===== config.mk =====
export PLATFORM = sky130hd
export DESIGN_NAME = interrupt_source_priority_vector
export DESIGN_NICKNAME = d
export VERILOG_FILES = /design/src/intc_pkg.sv /design/src/interrupt_source_priority_vector.sv /design/src/irq_pin_channel.sv
export SDC_FILE = /design/constraint.sdc
export NUM_CORES = 1
export LEC_CHECK = 0
export ABC_AREA = 1
export BUFFER_PORTS_ARGS = -buffer_cell sky130_fd_sc_hd__clkbuf_2
export CORE_AREA = 2 2 150 152
export DETAILED_ROUTE_END_ITERATION = 6
export DIE_AREA = 0 0 152 154
export GPL_TIMING_DRIVEN = 1
export PLACE_DENSITY_LB_ADDON = 0.25
export RECOVER_POWER = 100
export SYNTH_ARGS = -nofsm -noshare
export SYNTH_HDL_FRONTEND = slang
export SYNTH_SLANG_ARGS = --single-unit

===== constraint.sdc =====
create_clock -name core_clk_in -period 9.2 [get_ports core_clk_in]
set_input_delay 1.84 -clock core_clk_in [delete_from_list [all_inputs] [get_ports core_clk_in]]
set_output_delay 1.84 -clock core_clk_in [all_outputs]
set_load 0.05 [all_outputs]

===== src/intc_pkg.sv =====
// constants for the interrupt source front end and priority/vector selection
// assumes an apb slave at 32-bit data, one word per register
package intc_pkg;

  localparam int IRQ_COUNT  = 8;
  localparam int INT_COUNT  = 34;
  localparam int SRC_COUNT  = 1 + IRQ_COUNT + INT_COUNT;
  localparam int SRC_W      = 6;
  localparam int VEC_W      = 6;
  localparam int VADDR_W    = 16;
  localparam int PRIO_NONE  = 16;

  typedef logic [SRC_W-1:0] src_idx_t;
  typedef logic [VEC_W-1:0] vec_t;

  // apb register byte offsets
  localparam logic [7:0] OFF_SYS_CTRL    = 8'h00;
  localparam logic [7:0] OFF_SENSE_CTRL  = 8'h04;
  localparam logic [7:0] OFF_IRQ_ENABLE  = 8'h08;
  localparam logic [7:0] OFF_IRQ_STATUS  = 8'h0C;
  localparam logic [7:0] OFF_PRIO_A      = 8'h10;
  localparam logic [7:0] OFF_PRIO_B      = 8'h14;
  localparam logic [7:0] OFF_INT_EN_LO   = 8'h18;
  localparam logic [7:0] OFF_INT_EN_HI   = 8'h1C;
  localparam logic [7:0] OFF_INT_FLAG_LO = 8'h20;
  localparam logic [7:0] OFF_INT_FLAG_HI = 8'h24;
  localparam logic [7:0] OFF_DMA_SEL_LO  = 8'h28;
  localparam logic [7:0] OFF_DMA_SEL_HI  = 8'h2C;
  localparam logic [7:0] OFF_CUR_STATE   = 8'h30;

  // system_ctrl_reg fields
  localparam int SYS_NMI_EDGE_BIT = 2;
  localparam int SYS_UE_BIT       = 3;
  localparam logic [7:0] SYS_CTRL_RESET = 8'h08;
  localparam logic [7:0] SYS_CTRL_MASK  = 8'h0C;
  localparam logic [7:0] BYTE_RESET     = 8'h00;

  // cur_state fields
  localparam int CUR_NMI_BIT = 0;
  localparam int CUR_REQ_BIT = 1;
  localparam int CUR_VEC_LSB = 8;

  // only timer-unit and serial-channel sources may be routed to the dma controller
  localparam logic [INT_COUNT-1:0] DMA_CAPABLE = 34'h1FE01FFFC;

  localparam vec_t VEC_NMI  = 6'h07;
  localparam vec_t VEC_IRQ0 = 6'h0C;

  // vector of each source: 0 nmi, 1..8 irq0..7, 9..42 internal in table order
  localparam vec_t SRC_VEC [SRC_COUNT] = '{
    6'h07, 6'h0C, 6'h0D, 6'h0E, 6'h0F, 6'h10, 6'h11, 6'h12, 6'h13,
    6'h14, 6'h15,
    6'h18, 6'h19, 6'h1A, 6'h1C, 6'h1D, 6'h1E, 6'h20, 6'h21, 6'h22,
    6'h24, 6'h25, 6'h26, 6'h28, 6'h29, 6'h2A,
    6'h2C, 6'h2D, 6'h2E, 6'h2F, 6'h30, 6'h31, 6'h32, 6'h33,
    6'h34, 6'h35, 6'h36, 6'h37, 6'h38, 6'h39, 6'h3A, 6'h3B,
    6'h3C};

  // index into {priority_reg_a, priority_reg_b}: 15 = a7 ... 8 = a0, 7 = b7 ... 0 = b0
  localparam logic [4:0] SRC_PRIO [SRC_COUNT] = '{
    5'h10, 5'h0F, 5'h0E, 5'h0D, 5'h0D, 5'h0C, 5'h0C, 5'h0C, 5'h0C,
    5'h0B, 5'h10,
    5'h0A, 5'h0A, 5'h0A, 5'h09, 5'h09, 5'h09, 5'h08, 5'h08, 5'h08,
    5'h07, 5'h07, 5'h07, 5'h06, 5'h06, 5'h06,
    5'h05, 5'h05, 5'h05, 5'h05, 5'h04, 5'h04, 5'h04, 5'h04,
    5'h03, 5'h03, 5'h03, 5'h03, 5'h02, 5'h02, 5'h02, 5'h02,
    5'h01};

endpackage : intc_pkg


===== src/interrupt_source_priority_vector.sv =====
// interrupt source front end with priority arbitration and vector generation
// assumes an apb master on core_clk_in; internal requests come from on-chip logic
// on the same clock; nmi and irq pins are asynchronous
//
// Local design decisions: the placing of the registers and register access over APB.
`timescale 1ns/100ps

// Overview of operation
// - nine external plus thirty-four internal sources
// - only nmi and irq0-2 wake from standby
// - nmi highest, accepted regardless of mask bits
// - nmi_edge_select picks rising or falling nmi edge
// - nmi uses vector 7 at 001C
// - irq_sense_bit selects low level or falling edge
// - irq_enable bit gates each irq request
// - priority_reg_a bits 7..4 set irq levels
// - irq_status flags show requests, software clears them
// - irq0..7 use vectors 12 through 19
// - irq detected whatever the pin direction
// - internal sources have status flags and enables
// - dma-routed timer/serial requests bypass interrupt controller
// - equal level, smaller vector number wins
// - priority adjustable, default vector order after reset
// - vector address is vector number times four
// - timer channels 0-4 vectors 24..42, own bits
// - serial channels at 52-55 and 56-59
// - irq flag set on low level or fall
// - flag cleared by read-then-write-zero or handling
// - priority bit clear is level 0, set level 1
module interrupt_source_priority_vector
  import intc_pkg::*;
#(
  parameter int NUM_IRQ = intc_pkg::IRQ_COUNT
) (
  input  wire logic                           core_clk_in,   // system clock, 50 MHz
  input  wire logic                           rst_in,        // async reset, active high
  input  wire logic                           psel_in,       // apb select
  input  wire logic                           penable_in,    // apb access phase
  input  wire logic                           pwrite_in,     // apb direction
  input  wire logic [7:0]                     paddr_in,      // apb byte address
  input  wire logic [31:0]                    pwdata_in,     // apb write data
  output logic      [31:0]                    prdata_out,    // apb read data
  output logic                                pready_out,    // apb ready
  output logic                                pslverr_out,   // apb error, unmapped
  input  wire logic                           nmi_pin_in,    // nmi pin, async
  input  wire logic [NUM_IRQ-1:0]             irq_pin_n_in,  // irq pins, active low
  input  wire logic [intc_pkg::INT_COUNT-1:0] int_req_in,    // peripheral request levels
  input  wire logic                           mask_i_in,     // interrupt_mask_bit of cond_code_reg
  input  wire logic                           mask_ui_in,    // user_mask_bit of cond_code_reg
  input  wire logic                           cpu_ack_in,    // exception handling taken
  output logic                                int_req_out,   // accepted request to cpu
  output intc_pkg::vec_t                      vec_num_out,   // vector number
  output logic      [intc_pkg::VADDR_W-1:0]   vec_addr_out,  // vector address, low 16 bits
  output logic                                wake_out,      // standby wake request
  output logic      [intc_pkg::INT_COUNT-1:0] dma_trig_out   // requests routed to dma
);

  import intc_pkg::*;

  initial begin
    if (NUM_IRQ != IRQ_COUNT) $error("NUM_IRQ must match the vector table");
  end

  // registers
  logic [7:0]           sys_ctrl_reg;
  logic [7:0]           irq_sense_ctrl_reg;
  logic [7:0]           irq_enable_reg;
  logic [7:0]           priority_reg_a_reg;
  logic [7:0]           priority_reg_b_reg;
  logic [INT_COUNT-1:0] int_enable_reg;
  logic [INT_COUNT-1:0] dma_route_reg;
  logic [NUM_IRQ-1:0]   status_read_reg;

  // apb state
  logic                 pready_reg;
  logic [31:0]          prdata_reg;
  logic                 pslverr_reg;
  logic                 wr_fire;
  logic                 rd_fire;
  logic                 setup_phase;
  logic [31:0]          rd_mux;
  logic                 addr_hit;

  // sources
  logic [2:0]           nmi_sync_reg;
  logic                 nmi_edge;
  logic                 nmi_pending_reg;
  logic [NUM_IRQ-1:0]   irq_flag;
  logic [NUM_IRQ-1:0]   irq_sw_clear;
  logic [NUM_IRQ-1:0]   irq_hw_ack;
  logic [INT_COUNT-1:0] int_to_dma;
  logic [INT_COUNT-1:0] int_to_intc;

  // arbitration
  logic [SRC_COUNT-1:0] src_req;
  logic [SRC_COUNT-1:0] src_lvl;
  logic [SRC_COUNT-1:0] src_ok;
  logic [16:0]          prio_vec;
  src_idx_t             sel_hi;
  src_idx_t             sel_any;
  logic                 hit_hi;
  logic                 hit_any;
  vec_t                 win_vec;
  logic                 win_valid;

  logic                 int_req_reg;
  vec_t                 vec_num_reg;
  logic                 wake_reg;
  logic [INT_COUNT-1:0] dma_trig_reg;

  // ---------------------------------------------------------------- apb slave
  assign setup_phase = psel_in & ~penable_in;
  assign wr_fire     = psel_in & penable_in & pready_reg & pwrite_in;
  assign rd_fire     = psel_in & penable_in & pready_reg & ~pwrite_in;

  always_comb begin
    rd_mux   = '0;
    addr_hit = 1'b1;
    unique case (paddr_in)
      OFF_SYS_CTRL:    rd_mux[7:0] = sys_ctrl_reg;
      OFF_SENSE_CTRL:  rd_mux[7:0] = irq_sense_ctrl_reg;
      OFF_IRQ_ENABLE:  rd_mux[7:0] = irq_enable_reg;
      OFF_IRQ_STATUS:  rd_mux[NUM_IRQ-1:0] = irq_flag;
      OFF_PRIO_A:      rd_mux[7:0] = priority_reg_a_reg;
      OFF_PRIO_B:      rd_mux[7:0] = priority_reg_b_reg;
      OFF_INT_EN_LO:   rd_mux = int_enable_reg[31:0];
      OFF_INT_EN_HI:   rd_mux[INT_COUNT-33:0] = int_enable_reg[INT_COUNT-1:32];
      OFF_INT_FLAG_LO: rd_mux = int_req_in[31:0];
      OFF_INT_FLAG_HI: rd_mux[INT_COUNT-33:0] = int_req_in[INT_COUNT-1:32];
      OFF_DMA_SEL_LO:  rd_mux = dma_route_reg[31:0];
      OFF_DMA_SEL_HI:  rd_mux[INT_COUNT-33:0] = dma_route_reg[INT_COUNT-1:32];
      OFF_CUR_STATE: begin
        rd_mux[CUR_NMI_BIT]                   = nmi_pending_reg;
        rd_mux[CUR_REQ_BIT]                   = int_req_reg;
        rd_mux[CUR_VEC_LSB +: VEC_W]          = vec_num_reg;
      end
      default:         addr_hit = 1'b0;
    endcase
  end

  // read data is captured in the setup cycle so the access phase needs no wait state
  always_ff @(posedge core_clk_in or posedge rst_in) begin
    if (rst_in) begin
      pready_reg  <= 1'b0;
      prdata_reg  <= '0;
      pslverr_reg <= 1'b0;
    end else begin
      pready_reg  <= setup_phase;
      if (setup_phase) begin
        prdata_reg  <= pwrite_in ? '0 : rd_mux;
        pslverr_reg <= ~addr_hit;
      end else if (pready_reg) begin
        pslverr_reg <= 1'b0;
      end
    end
  end

  assign pready_out  = pready_reg;
  assign prdata_out  = prdata_reg;
  assign pslverr_out = pslverr_reg;

  // ---------------------------------------------------------------- control registers
  always_ff @(posedge core_clk_in or posedge rst_in) begin
    if (rst_in) begin
      sys_ctrl_reg       <= SYS_CTRL_RESET;
      irq_sense_ctrl_reg <= BYTE_RESET;
      irq_enable_reg     <= BYTE_RESET;
      priority_reg_a_reg <= BYTE_RESET;
      priority_reg_b_reg <= BYTE_RESET;
    end else if (wr_fire) begin
      unique case (paddr_in)
        OFF_SYS_CTRL:   sys_ctrl_reg       <= pwdata_in[7:0] & SYS_CTRL_MASK;
        OFF_SENSE_CTRL: irq_sense_ctrl_reg <= pwdata_in[7:0];
        OFF_IRQ_ENABLE: irq_enable_reg     <= pwdata_in[7:0];
        OFF_PRIO_A:     priority_reg_a_reg <= pwdata_in[7:0];
        OFF_PRIO_B:     priority_reg_b_reg <= pwdata_in[7:0];
        default: ;
      endcase
    end
  end

  always_ff @(posedge core_clk_in or posedge rst_in) begin
    if (rst_in) begin
      int_enable_reg <= '0;
      dma_route_reg  <= '0;
    end else if (wr_fire) begin
      unique case (paddr_in)
        OFF_INT_EN_LO:  int_enable_reg[31:0] <= pwdata_in;
        OFF_INT_EN_HI:  int_enable_reg[INT_COUNT-1:32] <= pwdata_in[INT_COUNT-33:0];
        OFF_DMA_SEL_LO: dma_route_reg[31:0] <= pwdata_in & DMA_CAPABLE[31:0];
        OFF_DMA_SEL_HI: dma_route_reg[INT_COUNT-1:32] <=
                          pwdata_in[INT_COUNT-33:0] & DMA_CAPABLE[INT_COUNT-1:32];
        default: ;
      endcase
    end
  end

  // a flag may only be cleared by a zero after it has been read as one
  always_ff @(posedge core_clk_in or posedge rst_in) begin
    if (rst_in) begin
      status_read_reg <= '0;
    end else if (rd_fire && paddr_in == OFF_IRQ_STATUS) begin
      status_read_reg <= irq_flag;
    end else if (wr_fire && paddr_in == OFF_IRQ_STATUS) begin
      status_read_reg <= '0;
    end
  end

  assign irq_sw_clear = (wr_fire && paddr_in == OFF_IRQ_STATUS) ?
                        (status_read_reg & ~pwdata_in[NUM_IRQ-1:0]) : '0;

  // ---------------------------------------------------------------- nmi
  always_ff @(posedge core_clk_in or posedge rst_in) begin
    if (rst_in) begin
      // idle-high reset level: a switch to rising mode right after reset sees no false edge
      nmi_sync_reg <= '1;
    end else begin
      nmi_sync_reg <= {nmi_sync_reg[1:0], nmi_pin_in};
    end
  end

  // stage 0 feeds only stage 1; the edge compares the two later stages
  assign nmi_edge = sys_ctrl_reg[SYS_NMI_EDGE_BIT] ?
                    (nmi_sync_reg[1] & ~nmi_sync_reg[2]) :
                    (~nmi_sync_reg[1] & nmi_sync_reg[2]);

  always_ff @(posedge core_clk_in or posedge rst_in) begin
    if (rst_in) begin
      nmi_pending_reg <= 1'b0;
    end else if (nmi_edge) begin
      nmi_pending_reg <= 1'b1;
    end else if (cpu_ack_in && int_req_reg && vec_num_reg == VEC_NMI) begin
      nmi_pending_reg <= 1'b0;
    end
  end

  // ---------------------------------------------------------------- irq pins
  genvar gi;
  generate
    for (gi = 0; gi < NUM_IRQ; gi++) begin : g_irq
      assign irq_hw_ack[gi] = cpu_ack_in & int_req_reg &
                              (vec_num_reg == VEC_IRQ0 + vec_t'(gi));
      irq_pin_channel #(
        .SYNC_STAGES (2)
      ) u_chan (
        .core_clk_in   (core_clk_in),
        .rst_in        (rst_in),
        .pin_n_in      (irq_pin_n_in[gi]),
        .sense_edge_in (irq_sense_ctrl_reg[gi]),
        .sw_clear_in   (irq_sw_clear[gi]),
        .hw_ack_in     (irq_hw_ack[gi]),
        .flag_out      (irq_flag[gi])
      );
    end
  endgenerate

  // ---------------------------------------------------------------- internal sources
  assign int_to_dma  = int_req_in & int_enable_reg & dma_route_reg;
  assign int_to_intc = int_req_in & int_enable_reg & ~dma_route_reg;

  // ---------------------------------------------------------------- arbitration
  assign prio_vec = {1'b0, priority_reg_a_reg, priority_reg_b_reg};

  assign src_req = {int_to_intc, irq_flag & irq_enable_reg, nmi_pending_reg};

  always_comb begin
    for (int s = 0; s < SRC_COUNT; s++) begin
      src_lvl[s] = prio_vec[SRC_PRIO[s]];
    end
    src_lvl[0] = 1'b1;
  end

  // masking per cond_code_reg; nmi passes whatever the mask bits say
  always_comb begin
    for (int s = 0; s < SRC_COUNT; s++) begin
      src_ok[s] = src_req[s] &
                  (~mask_i_in | (~sys_ctrl_reg[SYS_UE_BIT] & ~mask_ui_in & src_lvl[s]));
    end
    src_ok[0] = src_req[0];
  end

  // sources sit in vector order, so scanning downward leaves the smallest vector
  always_comb begin
    sel_hi  = '0;
    sel_any = '0;
    hit_hi  = 1'b0;
    hit_any = 1'b0;
    for (int s = SRC_COUNT - 1; s >= 0; s--) begin
      if (src_ok[s] && src_lvl[s]) begin
        sel_hi = src_idx_t'(s);
        hit_hi = 1'b1;
      end
      if (src_ok[s]) begin
        sel_any = src_idx_t'(s);
        hit_any = 1'b1;
      end
    end
  end

  assign win_valid = hit_any;
  assign win_vec   = hit_hi ? SRC_VEC[sel_hi] : SRC_VEC[sel_any];

  // ---------------------------------------------------------------- outputs
  always_ff @(posedge core_clk_in or posedge rst_in) begin
    if (rst_in) begin
      int_req_reg <= 1'b0;
      vec_num_reg <= '0;
    end else begin
      int_req_reg <= win_valid;
      vec_num_reg <= win_valid ? win_vec : '0;
    end
  end

  always_ff @(posedge core_clk_in or posedge rst_in) begin
    if (rst_in) begin
      vec_addr_out <= '0;
    end else begin
      vec_addr_out <= win_valid ? {8'h00, win_vec, 2'b00} : '0;
    end
  end

  always_ff @(posedge core_clk_in or posedge rst_in) begin
    if (rst_in) begin
      wake_reg <= 1'b0;
    end else begin
      wake_reg <= nmi_pending_reg | (|(irq_flag[2:0] & irq_enable_reg[2:0]));
    end
  end

  always_ff @(posedge core_clk_in or posedge rst_in) begin
    if (rst_in) begin
      dma_trig_reg <= '0;
    end else begin
      dma_trig_reg <= int_to_dma;
    end
  end

  assign int_req_out  = int_req_reg;
  assign vec_num_out  = vec_num_reg;
  assign wake_out     = wake_reg;
  assign dma_trig_out = dma_trig_reg;

endmodule : interrupt_source_priority_vector


===== src/irq_pin_channel.sv =====
// one external irq pin: synchroniser, falling-edge / low-level sense, status flag
// assumes the pin is asynchronous to core_clk_in and active low
`timescale 1ns/100ps
module irq_pin_channel #(
  parameter int SYNC_STAGES = 2
) (
  input  wire logic core_clk_in,    // system clock
  input  wire logic rst_in,         // async reset, active high
  input  wire logic pin_n_in,       // raw active-low irq pin
  input  wire logic sense_edge_in,  // 1 falling edge, 0 low level
  input  wire logic sw_clear_in,    // software clear pulse
  input  wire logic hw_ack_in,      // exception handling taken for this irq
  output logic      flag_out        // irq_status_flag
);

  initial begin
    if (SYNC_STAGES < 2) $error("irq_pin_channel needs at least two sync stages");
  end

  logic [SYNC_STAGES-1:0] sync_reg;
  logic                   last_reg;
  logic                   pin_high;
  logic                   fall_seen;
  logic                   set_cond;
  logic                   clr_cond;

  always_ff @(posedge core_clk_in or posedge rst_in) begin
    if (rst_in) begin
      sync_reg <= '1;
      last_reg <= 1'b1;
    end else begin
      sync_reg <= {sync_reg[SYNC_STAGES-2:0], pin_n_in};
      last_reg <= sync_reg[SYNC_STAGES-1];
    end
  end

  // pin is sampled straight, so port direction has no effect on detection
  assign pin_high  = sync_reg[SYNC_STAGES-1];
  assign fall_seen = last_reg & ~pin_high;
  assign set_cond  = sense_edge_in ? fall_seen : ~pin_high;
  assign clr_cond  = sw_clear_in | (hw_ack_in & (sense_edge_in | pin_high));

  // a new event beats a clear in the same cycle
  always_ff @(posedge core_clk_in or posedge rst_in) begin
    if (rst_in) begin
      flag_out <= 1'b0;
    end else if (set_cond) begin
      flag_out <= 1'b1;
    end else if (clr_cond) begin
      flag_out <= 1'b0;
    end
  end

endmodule : irq_pin_channel


==> results of run 1 <==
worst paths after layout:
path                            slack (ns)                          end  cells after the start                         from
worst max-delay path                  3.27           int_enable_reg[23]                     10                  paddr_in[1]
worst min-delay path                  0.36  g_irq[0].u_chan.sync_reg[1]                      0  g_irq[0].u_chan.sync_reg[0]
worst max register to register        4.72              vec_addr_out[5]                     41              sys_ctrl_reg[3]
worst min register to register        0.36  g_irq[0].u_chan.sync_reg[1]                      0  g_irq[0].u_chan.sync_reg[0]
max in group asynchronous             3.51           int_enable_reg[21]                      3                       rst_in
min in group asynchronous             2.99            irq_enable_reg[6]                      2                       rst_in
placed cells by master, fill, tap and decap left out, drive strengths merged, types with 5 or more instances in the layout:
cell / count
clkinv: 9
a32o: 9
dfstp: 28
o22ai: 23
a22o: 6
a31oi: 7
nand4: 5
o211ai: 6
nand2: 372
nor2: 151
nand3: 31
a221oi: 34
dfrtp: 172
clkbuf: 182
conb: 21
nor3: 53
o21ai: 147
ha: 14
a21oi: 46
inv: 230
metal layers:
layer,part of all wire [%],global-route usage (%)
met5,0,0
met4,3.7,11.48
met3,8.3,4.622
met2,45,44.36
met1,43,38.82
per-stage QoR:
stage                     cell area [um2]  total power, mW
after floorplan                     10760            1.258
after global routing                12110            2.199
final                               12110            2.123
after detailed placement            11660            1.374
after global placement              11660            1.375
after CTS                           12270            2.136
critical path, cell delays in order:
cell      delay (ns)
clkbuf_2        0.08
nor2_1          0.18
inv_1           0.12
nor3_1          0.15
inv_1           0.10
nor2_1          0.67
clkbuf_1        0.90
nand2_1         1.53
nor2_1          0.48
a21oi_1         0.08
power breakdown:
group / internal [mW] / switching, mW / leakage, nW / total, mW
sequential: 0.908 / 0.0399 / 2.56 / 0.948
combinational: 0.0885 / 0.317 / 2.89 / 0.405
clock: 0.377 / 0.393 / 0.293 / 0.769
total: 1.37 / 0.750 / 5.74 / 2.12
kinds of logic after synthesis:
family          after synthesis  synth area share, %
flops                       200                47.17
fa+ha+maj                    14                1.639
other cells                   1              0.03510
simple gates                615                23.17
compound gates              297                16.96
buf+inv                     283                11.03
area by class of cell:
class                   instances  share of cell area, %
repair buffers                168                  6.013
inverters                     227                  7.046
multi-input cells             947                  37.39
flip-flops and latches        200                  41.62
clock inverters                14                  1.415
clock buffers                  18                  3.626
well taps                     280                  2.893
==> results.sh, run 1 <==
export IMPL_cp_arrival_ns=6.18
export IMPL_tightestPinTransition_ns=5.304
export IMPL_syn_inst=1410
export IMPL_peakVddDrop_v=0.0001178
export IMPL_hold_slack_ns=0.3593
export IMPL_ioPinCount=183
export IMPL_fillers=2149
export IMPL_grt_pass1_wl_um=51780
export IMPL_fin_util_pct=55.84
export IMPL_route_detailed_drc=0
export IMPL_first_pass_iters=5
export IMPL_layout_min_cycle_time_ns=5.934
export IMPL_synth_edf_count=0
export IMPL_synthesis_area_um2=10690
export IMPL_yosysWarnings=0
export IMPL_fp_dieW_um=152
export IMPL_synth_seq_area_share_pct=47.17
export IMPL_yosysTopAreaCell="dfrtp_1"
export IMPL_finalHoldViolCount=0
export IMPL_place_ws_ns=3.277
export IMPL_initial_core_util_pct=49.27
export IMPL_synth_distinct_cells=42
export IMPL_port_buffers=161
export IMPL_grt_setup_unrepaired="no"
export IMPL_critPathKind="input pin to register"
export IMPL_path_clk_slew_ns=0.08
export IMPL_rows=54
export IMPL_h_tree_depth=4
export IMPL_drive_above_1_share_pct=8.640
export IMPL_async_flop_share_pct=100.0
export IMPL_wl_um=33130
export IMPL_place_hpwl_um=24760
export IMPL_grt_pass1_vias=9524
export IMPL_multi_input_area_um2=4528
export IMPL_drt_iter0_markers=954
export IMPL_largest_register_ffs=34
export IMPL_start_kind="input pin"
export IMPL_drv_cap=3
export IMPL_cts_tree="done"
export IMPL_crit_path_end_kind="register"
export IMPL_synth_most_common_cell="nand2_1"
export IMPL_fmax_ghz=0.1685
export IMPL_cts_num_sinks=200
export IMPL_grt_overflow_total=0
export IMPL_grt_max_degree=121
export IMPL_fin_nets=1666
export IMPL_fin_skew_ns=0.01408
export IMPL_hp_class="register to register"
export IMPL_diodes=0
export IMPL_synth_area_top_cells="dfrtp_1 (40%), nand2_1 (13%), inv_1 (7.8%)"
export IMPL_grtUsageTotal_pct=28.11
export IMPL_clockBufferDepth=2
export IMPL_fin_setup_tns_ns=0
export IMPL_final_cells=1854
export IMPL_final_antenna_net_count=0
export IMPL_cts_hold_buf=0
export IMPL_area_growth_syn_to_layout_pct=13.34
export IMPL_syn_area_per_cell_um2=7.578
export IMPL_leakage_nw=5.741
export IMPL_cts_buffers=17
export IMPL_synth_top_area_share_pct=40.28
export IMPL_antenna_found_initial=0
export IMPL_setup_violations=0
export IMPL_ys_seq_elements=200
export IMPL_slew_viol_final=225
export IMPL_wl_per_cell_um=17.87
export IMPL_yosys_top_cells_count="nand2_1 (366), inv_1 (223), dfrtp_1 (172), nor2_1 (148), o21ai_0 (142)"
export IMPL_die_y_um=154
export IMPL_run_status="complete, but fails checks"
export IMPL_die_area_um2=23410
export IMPL_seq_area_um2=5040
export IMPL_cts_repair_resized=0
export IMPL_synth_ff_type="dfrtp_1"
export IMPL_gp_congestion=0.9831
export IMPL_post_cts_buffers=0
export IMPL_fin_crit_sh_pct=64.50
export IMPL_p_per_area_nw_per_um2=175.3
export IMPL_dp_cells=1822
export IMPL_worst_slack_ns=3.266
export IMPL_max_slew_margin_pct=-255.6
export IMPL_critPathMaxFanout=64
export IMPL_ctsRootBufferMaster="clkbuf_16"
export IMPL_clock_latency_ns=0.45
export IMPL_vias_per_cell=5.461
export IMPL_core_area_um2=21690
export IMPL_violations="max-capacitance violations, max-slew violations"
export IMPL_required_ns=9.45
export IMPL_vias=10130
Note: power is estimated with default switching activity, not from simulation.
==> inputs of run 2 (changes only) <==
--- a/config.mk
+++ b/config.mk
@@ -5,11 +5,11 @@
 export SDC_FILE = /design/constraint.sdc
 export NUM_CORES = 1
 export LEC_CHECK = 0
-export ABC_AREA = 1
+export ABC_AREA = 0
 export BUFFER_PORTS_ARGS = -buffer_cell sky130_fd_sc_hd__clkbuf_2
-export CORE_AREA = 2 2 150 152
+export CORE_AREA = 2 2 155 157
 export DETAILED_ROUTE_END_ITERATION = 6
-export DIE_AREA = 0 0 152 154
+export DIE_AREA = 0 0 157 159
 export GPL_TIMING_DRIVEN = 1
 export PLACE_DENSITY_LB_ADDON = 0.25
 export RECOVER_POWER = 100
==> constraint.sdc (replaced) <==
create_clock -name core_clk_in -period 6.2 [get_ports core_clk_in]
set_input_delay 1.24 -clock core_clk_in [delete_from_list [all_inputs] [get_ports core_clk_in]]
set_output_delay 1.24 -clock core_clk_in [all_outputs]
set_load 0.05 [all_outputs]
==> results.sh, run 2 <==
export IMPL_run_status="complete, but fails checks"
export IMPL_violations="max-capacitance violations, max-slew violations"
export IMPL_crit_path_end_kind="register"
export IMPL_cts_tree="done"
export IMPL_syn_area_per_cell_um2=10.11
export IMPL_start_kind="input pin"
export IMPL_fmax_ghz=0.1939
export IMPL_area_growth_syn_to_layout_pct=12.76
export IMPL_grt_pass1_wl_um=56140
export IMPL_diodes=0
export IMPL_synth_seq_area_share_pct=43.65
export IMPL_gp_congestion=0.9966
export IMPL_tightestPinTransition_ns=2.783
export IMPL_drt_iter0_markers=784
export IMPL_fp_dieW_um=157
export IMPL_fin_crit_sh_pct=83.17
export IMPL_p_int_mw=2.071
export IMPL_grtUsageTotal_pct=29.31
export IMPL_p_switching_mw=1.109
export IMPL_antenna_found_initial=0
export IMPL_cts_repair_resized=0
export IMPL_synth_most_common_cell="dfrtp_1"
export IMPL_yosys_top_cells_count="dfrtp_1 (172), nand2_1 (102), mux2_2 (92), o21ai_0 (71), a21oi_1 (52)"
export IMPL_cts_buffers=17
export IMPL_p_total_mw=3.179
export IMPL_grt_overflow_total=0
export IMPL_post_cts_buffers=0
export IMPL_ctsRootBufferMaster="clkbuf_16"
export IMPL_wl_per_cell_um=22.94
export IMPL_die_y_um=159
export IMPL_grt_pass1_vias=9686
export IMPL_ys_seq_elements=200
export IMPL_p_per_area_nw_per_um2=244.2
export IMPL_die_area_um2=24960
export IMPL_syn_inst=1142
export IMPL_yosysTopAreaCell="dfrtp_1"
export IMPL_p_seq_share_pct=45.9
export IMPL_first_pass_iters=7
export IMPL_final_common_cell="dfrtp_1"
export IMPL_hp_class="register to register"
export IMPL_final_cells=1617
export IMPL_fin_setup_tns_ns=0
export IMPL_layout_min_cycle_time_ns=5.157
export IMPL_max_slew_margin_pct=-85.53
export IMPL_seq_area_um2=5040
export IMPL_slew_viol_final=217
export IMPL_leakage_nw=5.681
export IMPL_fin_nets=1390
export IMPL_ioPinCount=183
export IMPL_core_area_um2=23190
export IMPL_swShare_pct=34.87
export IMPL_grt_max_degree=113
export IMPL_peakVddDrop_v=0.0002342
export IMPL_fillers=2113
export IMPL_critPathMaxFanout=34
export IMPL_final_antenna_net_count=0
export IMPL_multi_input_area_um2=6090
export IMPL_path_clk_slew_ns=0.09
export IMPL_yosysWarnings=0
export IMPL_synth_area_top_cells="dfrtp_1 (37%), mux2_2 (9.0%), dfstp_2 (6.4%)"
export IMPL_wl_um=37100
export IMPL_comb_power_share_pct=15.7
export IMPL_cp_arrival_ns=5.49
export IMPL_initial_core_util_pct=49.79
export IMPL_h_tree_depth=4
export IMPL_setup_violations=0
export IMPL_synth_distinct_cells=100
export IMPL_critPathKind="input pin to register"
export IMPL_largest_register_ffs=34
export IMPL_cts_num_sinks=200
export IMPL_place_hpwl_um=27380
export IMPL_finalHoldViolCount=0
export IMPL_vias_per_cell=6.289
export IMPL_synthesis_area_um2=11550
export IMPL_port_buffers=161
export IMPL_pwr_share_clk_pct=38.4
export IMPL_required_ns=6.53
export IMPL_rows=56
export IMPL_layout_common_cells="dfrtp_1 (172), clkbuf_1 (105), nand2_1 (102)"
export IMPL_async_flop_share_pct=100.0
export IMPL_grt_setup_unrepaired="no"
export IMPL_cts_hold_buf=0
export IMPL_vias=10170
export IMPL_clockBufferDepth=2
export IMPL_synth_top_area_share_pct=37.27
export IMPL_fin_skew_ns=0.01147
export IMPL_route_detailed_drc=0
export IMPL_reg2reg_setup_slack_ns=1.75
export IMPL_dp_cells=1585
export IMPL_clock_latency_ns=0.45
export IMPL_drv_cap=4
export IMPL_synth_edf_count=0
export IMPL_synth_ff_type="dfrtp_1"
export IMPL_drive_above_1_share_pct=20.11
==> run 2: changes by cell type after synthesis, sizes merged, moves of 36 or more <==
cell,before,now
mux2,0,93
nor3,53,17
nand2,372,104
inv,225,22
a22oi,1,39
nor2,151,47
o21ai,147,74
==> run 2: final timing paths <==
kind | start | endpoint | cells after the start
min in group asynchronous | rst_in | g_irq[5].u_chan.flag_out | 2
min reg2reg | g_irq[3].u_chan.sync_reg[0] | g_irq[3].u_chan.sync_reg[1] | 0
max in group asynchronous | rst_in | prdata_out[14] | 3
min | g_irq[3].u_chan.sync_reg[0] | g_irq[3].u_chan.sync_reg[1] | 0
max reg2reg | sys_ctrl_reg[3] | vec_addr_out[4] | 13
max | paddr_in[5] | int_enable_reg[19] | 8
==> run 2: final cells by class <==
type | instances | share of cell area (%)
clock buffers | 17 | 3.267
clock inverters | 15 | 1.662
inverters | 22 | 0.6438
multi-input cells | 868 | 46.77
flip-flops and latches | 200 | 38.70
well taps | 319 | 3.065
repair buffers | 176 | 5.890
==> run 2: metal layers <==
layer | track usage (%) | vias to the layer above | part of all wire [%]
li1 | - | 4613 | -
met1 | 39.27 | 5016 | 42
met2 | 47.07 | 451 | 47
met3 | 4.300 | 90 | 6.2
met4 | 13.22 | 0 | 4.6
met5 | 0 | - | 0
==> run 2: per-stage QoR <==
| step | worst slack, ns | hold slack [ns] | utilization [%] | area [um2] |
|---|---|---|---|---|
| 6_report | 1.043 | 0.3596 | 56.14 | 13020 |
| 5_1_grt | 0.8259 | 0.3592 | 56.14 | 13020 |
| 4_1_cts | 1.399 | 0.3556 | 56.91 | 13200 |
| 3_5_place_dp | 0.9371 | 0.3475 | 54.14 | 12560 |
| 3_3_place_gp | 0.8877 | 0.3458 | 54.14 | 12560 |
| 2_1_floorplan | 1.577 | 0.3452 | - | 11630 |
==> run 2: power by group through the flow <==
stage | clock network [mW] | logic [mW] | registers (mW)
4_1_cts | 1.23 | 0.514 | 1.46
3_3_place_gp | 0 | 0.513 | 1.48
2_1_floorplan | 0 | 0.323 | 1.49
3_5_place_dp | 0 | 0.512 | 1.48
5_1_grt | 1.29 | 0.533 | 1.46
6_report | 1.22 | 0.500 | 1.46
==> run 2: kinds of logic after synthesis <==
| logic type | synth area share [%] |
|---|---|
| AO/OA/AOI/OAI | 23.69 |
| adder cells (fa/ha/maj) | 1.517 |
| buffers and inverters | 4.291 |
| flip-flops | 43.65 |
| multiplexers | 9.416 |
| other | 0.03248 |
| AND/OR/NAND/NOR | 17.41 |
==> run 2: critical path, stage by stage <==
cell and delay, ns:
clkbuf_1 0.10, nor3_1 0.48, nand2_1 0.21, nor2_1 0.21, clkbuf_1 1.44, nand2_1 0.22
clkbuf_1 0.95, mux2_2 0.61
==> inputs of run 3 (changes only) <==
--- a/config.mk
+++ b/config.mk
@@ -5,11 +5,11 @@
 export SDC_FILE = /design/constraint.sdc
 export NUM_CORES = 1
 export LEC_CHECK = 0
-export ABC_AREA = 0
+export ABC_AREA = 1
 export BUFFER_PORTS_ARGS = -buffer_cell sky130_fd_sc_hd__clkbuf_2
-export CORE_AREA = 2 2 155 157
+export CORE_AREA = 2 2 150 152
 export DETAILED_ROUTE_END_ITERATION = 6
-export DIE_AREA = 0 0 157 159
+export DIE_AREA = 0 0 152 154
 export GPL_TIMING_DRIVEN = 1
 export PLACE_DENSITY_LB_ADDON = 0.25
 export RECOVER_POWER = 100
==> constraint.sdc (replaced) <==
create_clock -name core_clk_in -period 4.37 [get_ports core_clk_in]
set_input_delay 0.874 -clock core_clk_in [delete_from_list [all_inputs] [get_ports core_clk_in]]
set_output_delay 0.874 -clock core_clk_in [all_outputs]
set_load 0.05 [all_outputs]
==> results.sh, run 3 (synthesized netlist as in run 1, its figures left out) <==
export IMPL_place_hpwl_um=25600
export IMPL_crit_buf_inv=6
export IMPL_core_area_um2=21690
export IMPL_wl_um=33740
export IMPL_critPathMaxFanout=11
export IMPL_layout_min_cycle_time_ns=4.139
export IMPL_clock_latency_ns=0.45
export IMPL_die_area_um2=23410
export IMPL_vias_per_cell=5.374
export IMPL_max_stage_delay_ns=0.33
export IMPL_cts_buffers=17
export IMPL_die_y_um=154
export IMPL_start_kind="input pin"
export IMPL_drt_iter0_markers=810
export IMPL_layout_common_cells="nand2_1 (355), inv_1 (212), dfrtp_1 (172)"
export IMPL_area_growth_syn_to_layout_pct=19.93
export IMPL_worst_slack_ns=0.2309
export IMPL_fin_nets=1734
export IMPL_final_antenna_net_count=0
export IMPL_r2r_start="sys_ctrl_reg[3]"
export IMPL_tightestPinTransition_ns=2.821
export IMPL_wl_per_cell_um=17.57
export IMPL_initial_core_util_pct=49.27
export IMPL_cts_num_sinks=200
export IMPL_required_ns=4.70
export IMPL_dp_cells=1883
export IMPL_drv_cap=2
export IMPL_gp_congestion=1.002
export IMPL_h_tree_depth=4
export IMPL_grt_overflow_total=0
export IMPL_worstHoldStart="g_irq[5].u_chan.sync_reg[0]"
export IMPL_stdcell_area_um2=12810
export IMPL_diodes=0
export IMPL_cp_arrival_ns=4.47
export IMPL_fin_skew_ns=0.01255
export IMPL_finalHoldViolCount=0
export IMPL_port_buffers=161
export IMPL_first_pass_iters=7
export IMPL_fin_util_pct=59.09
export IMPL_grt_pass1_wl_um=51780
export IMPL_ioPinCount=183
export IMPL_max_slew_margin_pct=-88.05
export IMPL_leakage_nw=6.082
export IMPL_violations="max-capacitance violations, max-slew violations"
export IMPL_hold_slack_ns=0.3573
export IMPL_path_common_cell="nand2_1"
export IMPL_path_clk_slew_ns=0.08
export IMPL_p_per_area_nw_per_um2=351.0
export IMPL_grt_setup_unrepaired="yes"
export IMPL_fp_dieW_um=152
export IMPL_largest_register_ffs=34
export IMPL_fmax_ghz=0.2416
export IMPL_crit_start="mask_ui_in"
export IMPL_vias=10320
export IMPL_crit_family="simple AND/OR/NAND/NOR gates"
export IMPL_ctsRootBufferMaster="clkbuf_16"
export IMPL_grt_max_degree=114
export IMPL_final_cells=1921
export IMPL_route_detailed_drc=0
export IMPL_drive_above_1_share_pct=15.66
export IMPL_final_common_cell="nand2_1"
export IMPL_clockBufferDepth=2
export IMPL_fin_setup_tns_ns=0
export IMPL_rows=54
export IMPL_setup_violations=0
export IMPL_peakVddDrop_v=0.0002671
export IMPL_antenna_found_initial=0
export IMPL_placed_area_um2=12120
export IMPL_slew_viol_final=152
export IMPL_crit_path_end_kind="register"
export IMPL_grtUsageTotal_pct=28.30
export IMPL_cts_tree="done"
export IMPL_crit_slowest_cell="ha_4"
export IMPL_critPathKind="input pin to register"
export IMPL_run_status="complete, but fails checks"
export IMPL_hp_class="register to register"
export IMPL_p_total_mw=4.499
export IMPL_place_ws_ns=-0.2563
export IMPL_grt_pass1_vias=9540
export IMPL_fin_crit_sh_pct=94.72
## run 3: power by group
part	internal [mW]	switching [mW]	total, mW	leakage, nW
clock network	0.752	0.779	1.53	0.273
logic	0.268	0.702	0.970	3.25
registers	1.91	0.0857	2.00	2.56
## run 3: area by class of cell
cell class | instances | area, um2
clock buffer | 17 | 425.4
clock inverter | 14 | 133.9
fill | 2079 | 8874
inverter | 227 | 858.3
multi-input combinational | 947 | 4756
sequential | 200 | 5040
tap | 280 | 350.3
timing repair buffer | 236 | 1251
## run 3: final timing paths
path | end | slack, ns | depth (start not counted)
setup / recovery | vec_addr_out[2] | 0.23 | 32
hold / removal | g_irq[5].u_chan.sync_reg[1] | 0.36 | 0
setup reg to reg | vec_addr_out[2] | 0.32 | 45
hold reg to reg | g_irq[5].u_chan.sync_reg[1] | 0.36 | 0
max in group asynchronous | int_enable_reg[30] | 1.08 | 4
min in group asynchronous | irq_sense_ctrl_reg[6] | 1.16 | 3
## run 3: routing by layer
layer  track usage, %  part of all wire (%)
met1            38.61                    44
met2            45.09                    46
met3            5.834                   6.9
met4            9.969                   3.4
met5                0                     0
## run 3: timing repair
item / CTS / global route
setup buffers: 0 / 7
setup endpoints to repair: 0 / 6
resized for setup: 0 / 73
hold buffers: 0 / 0
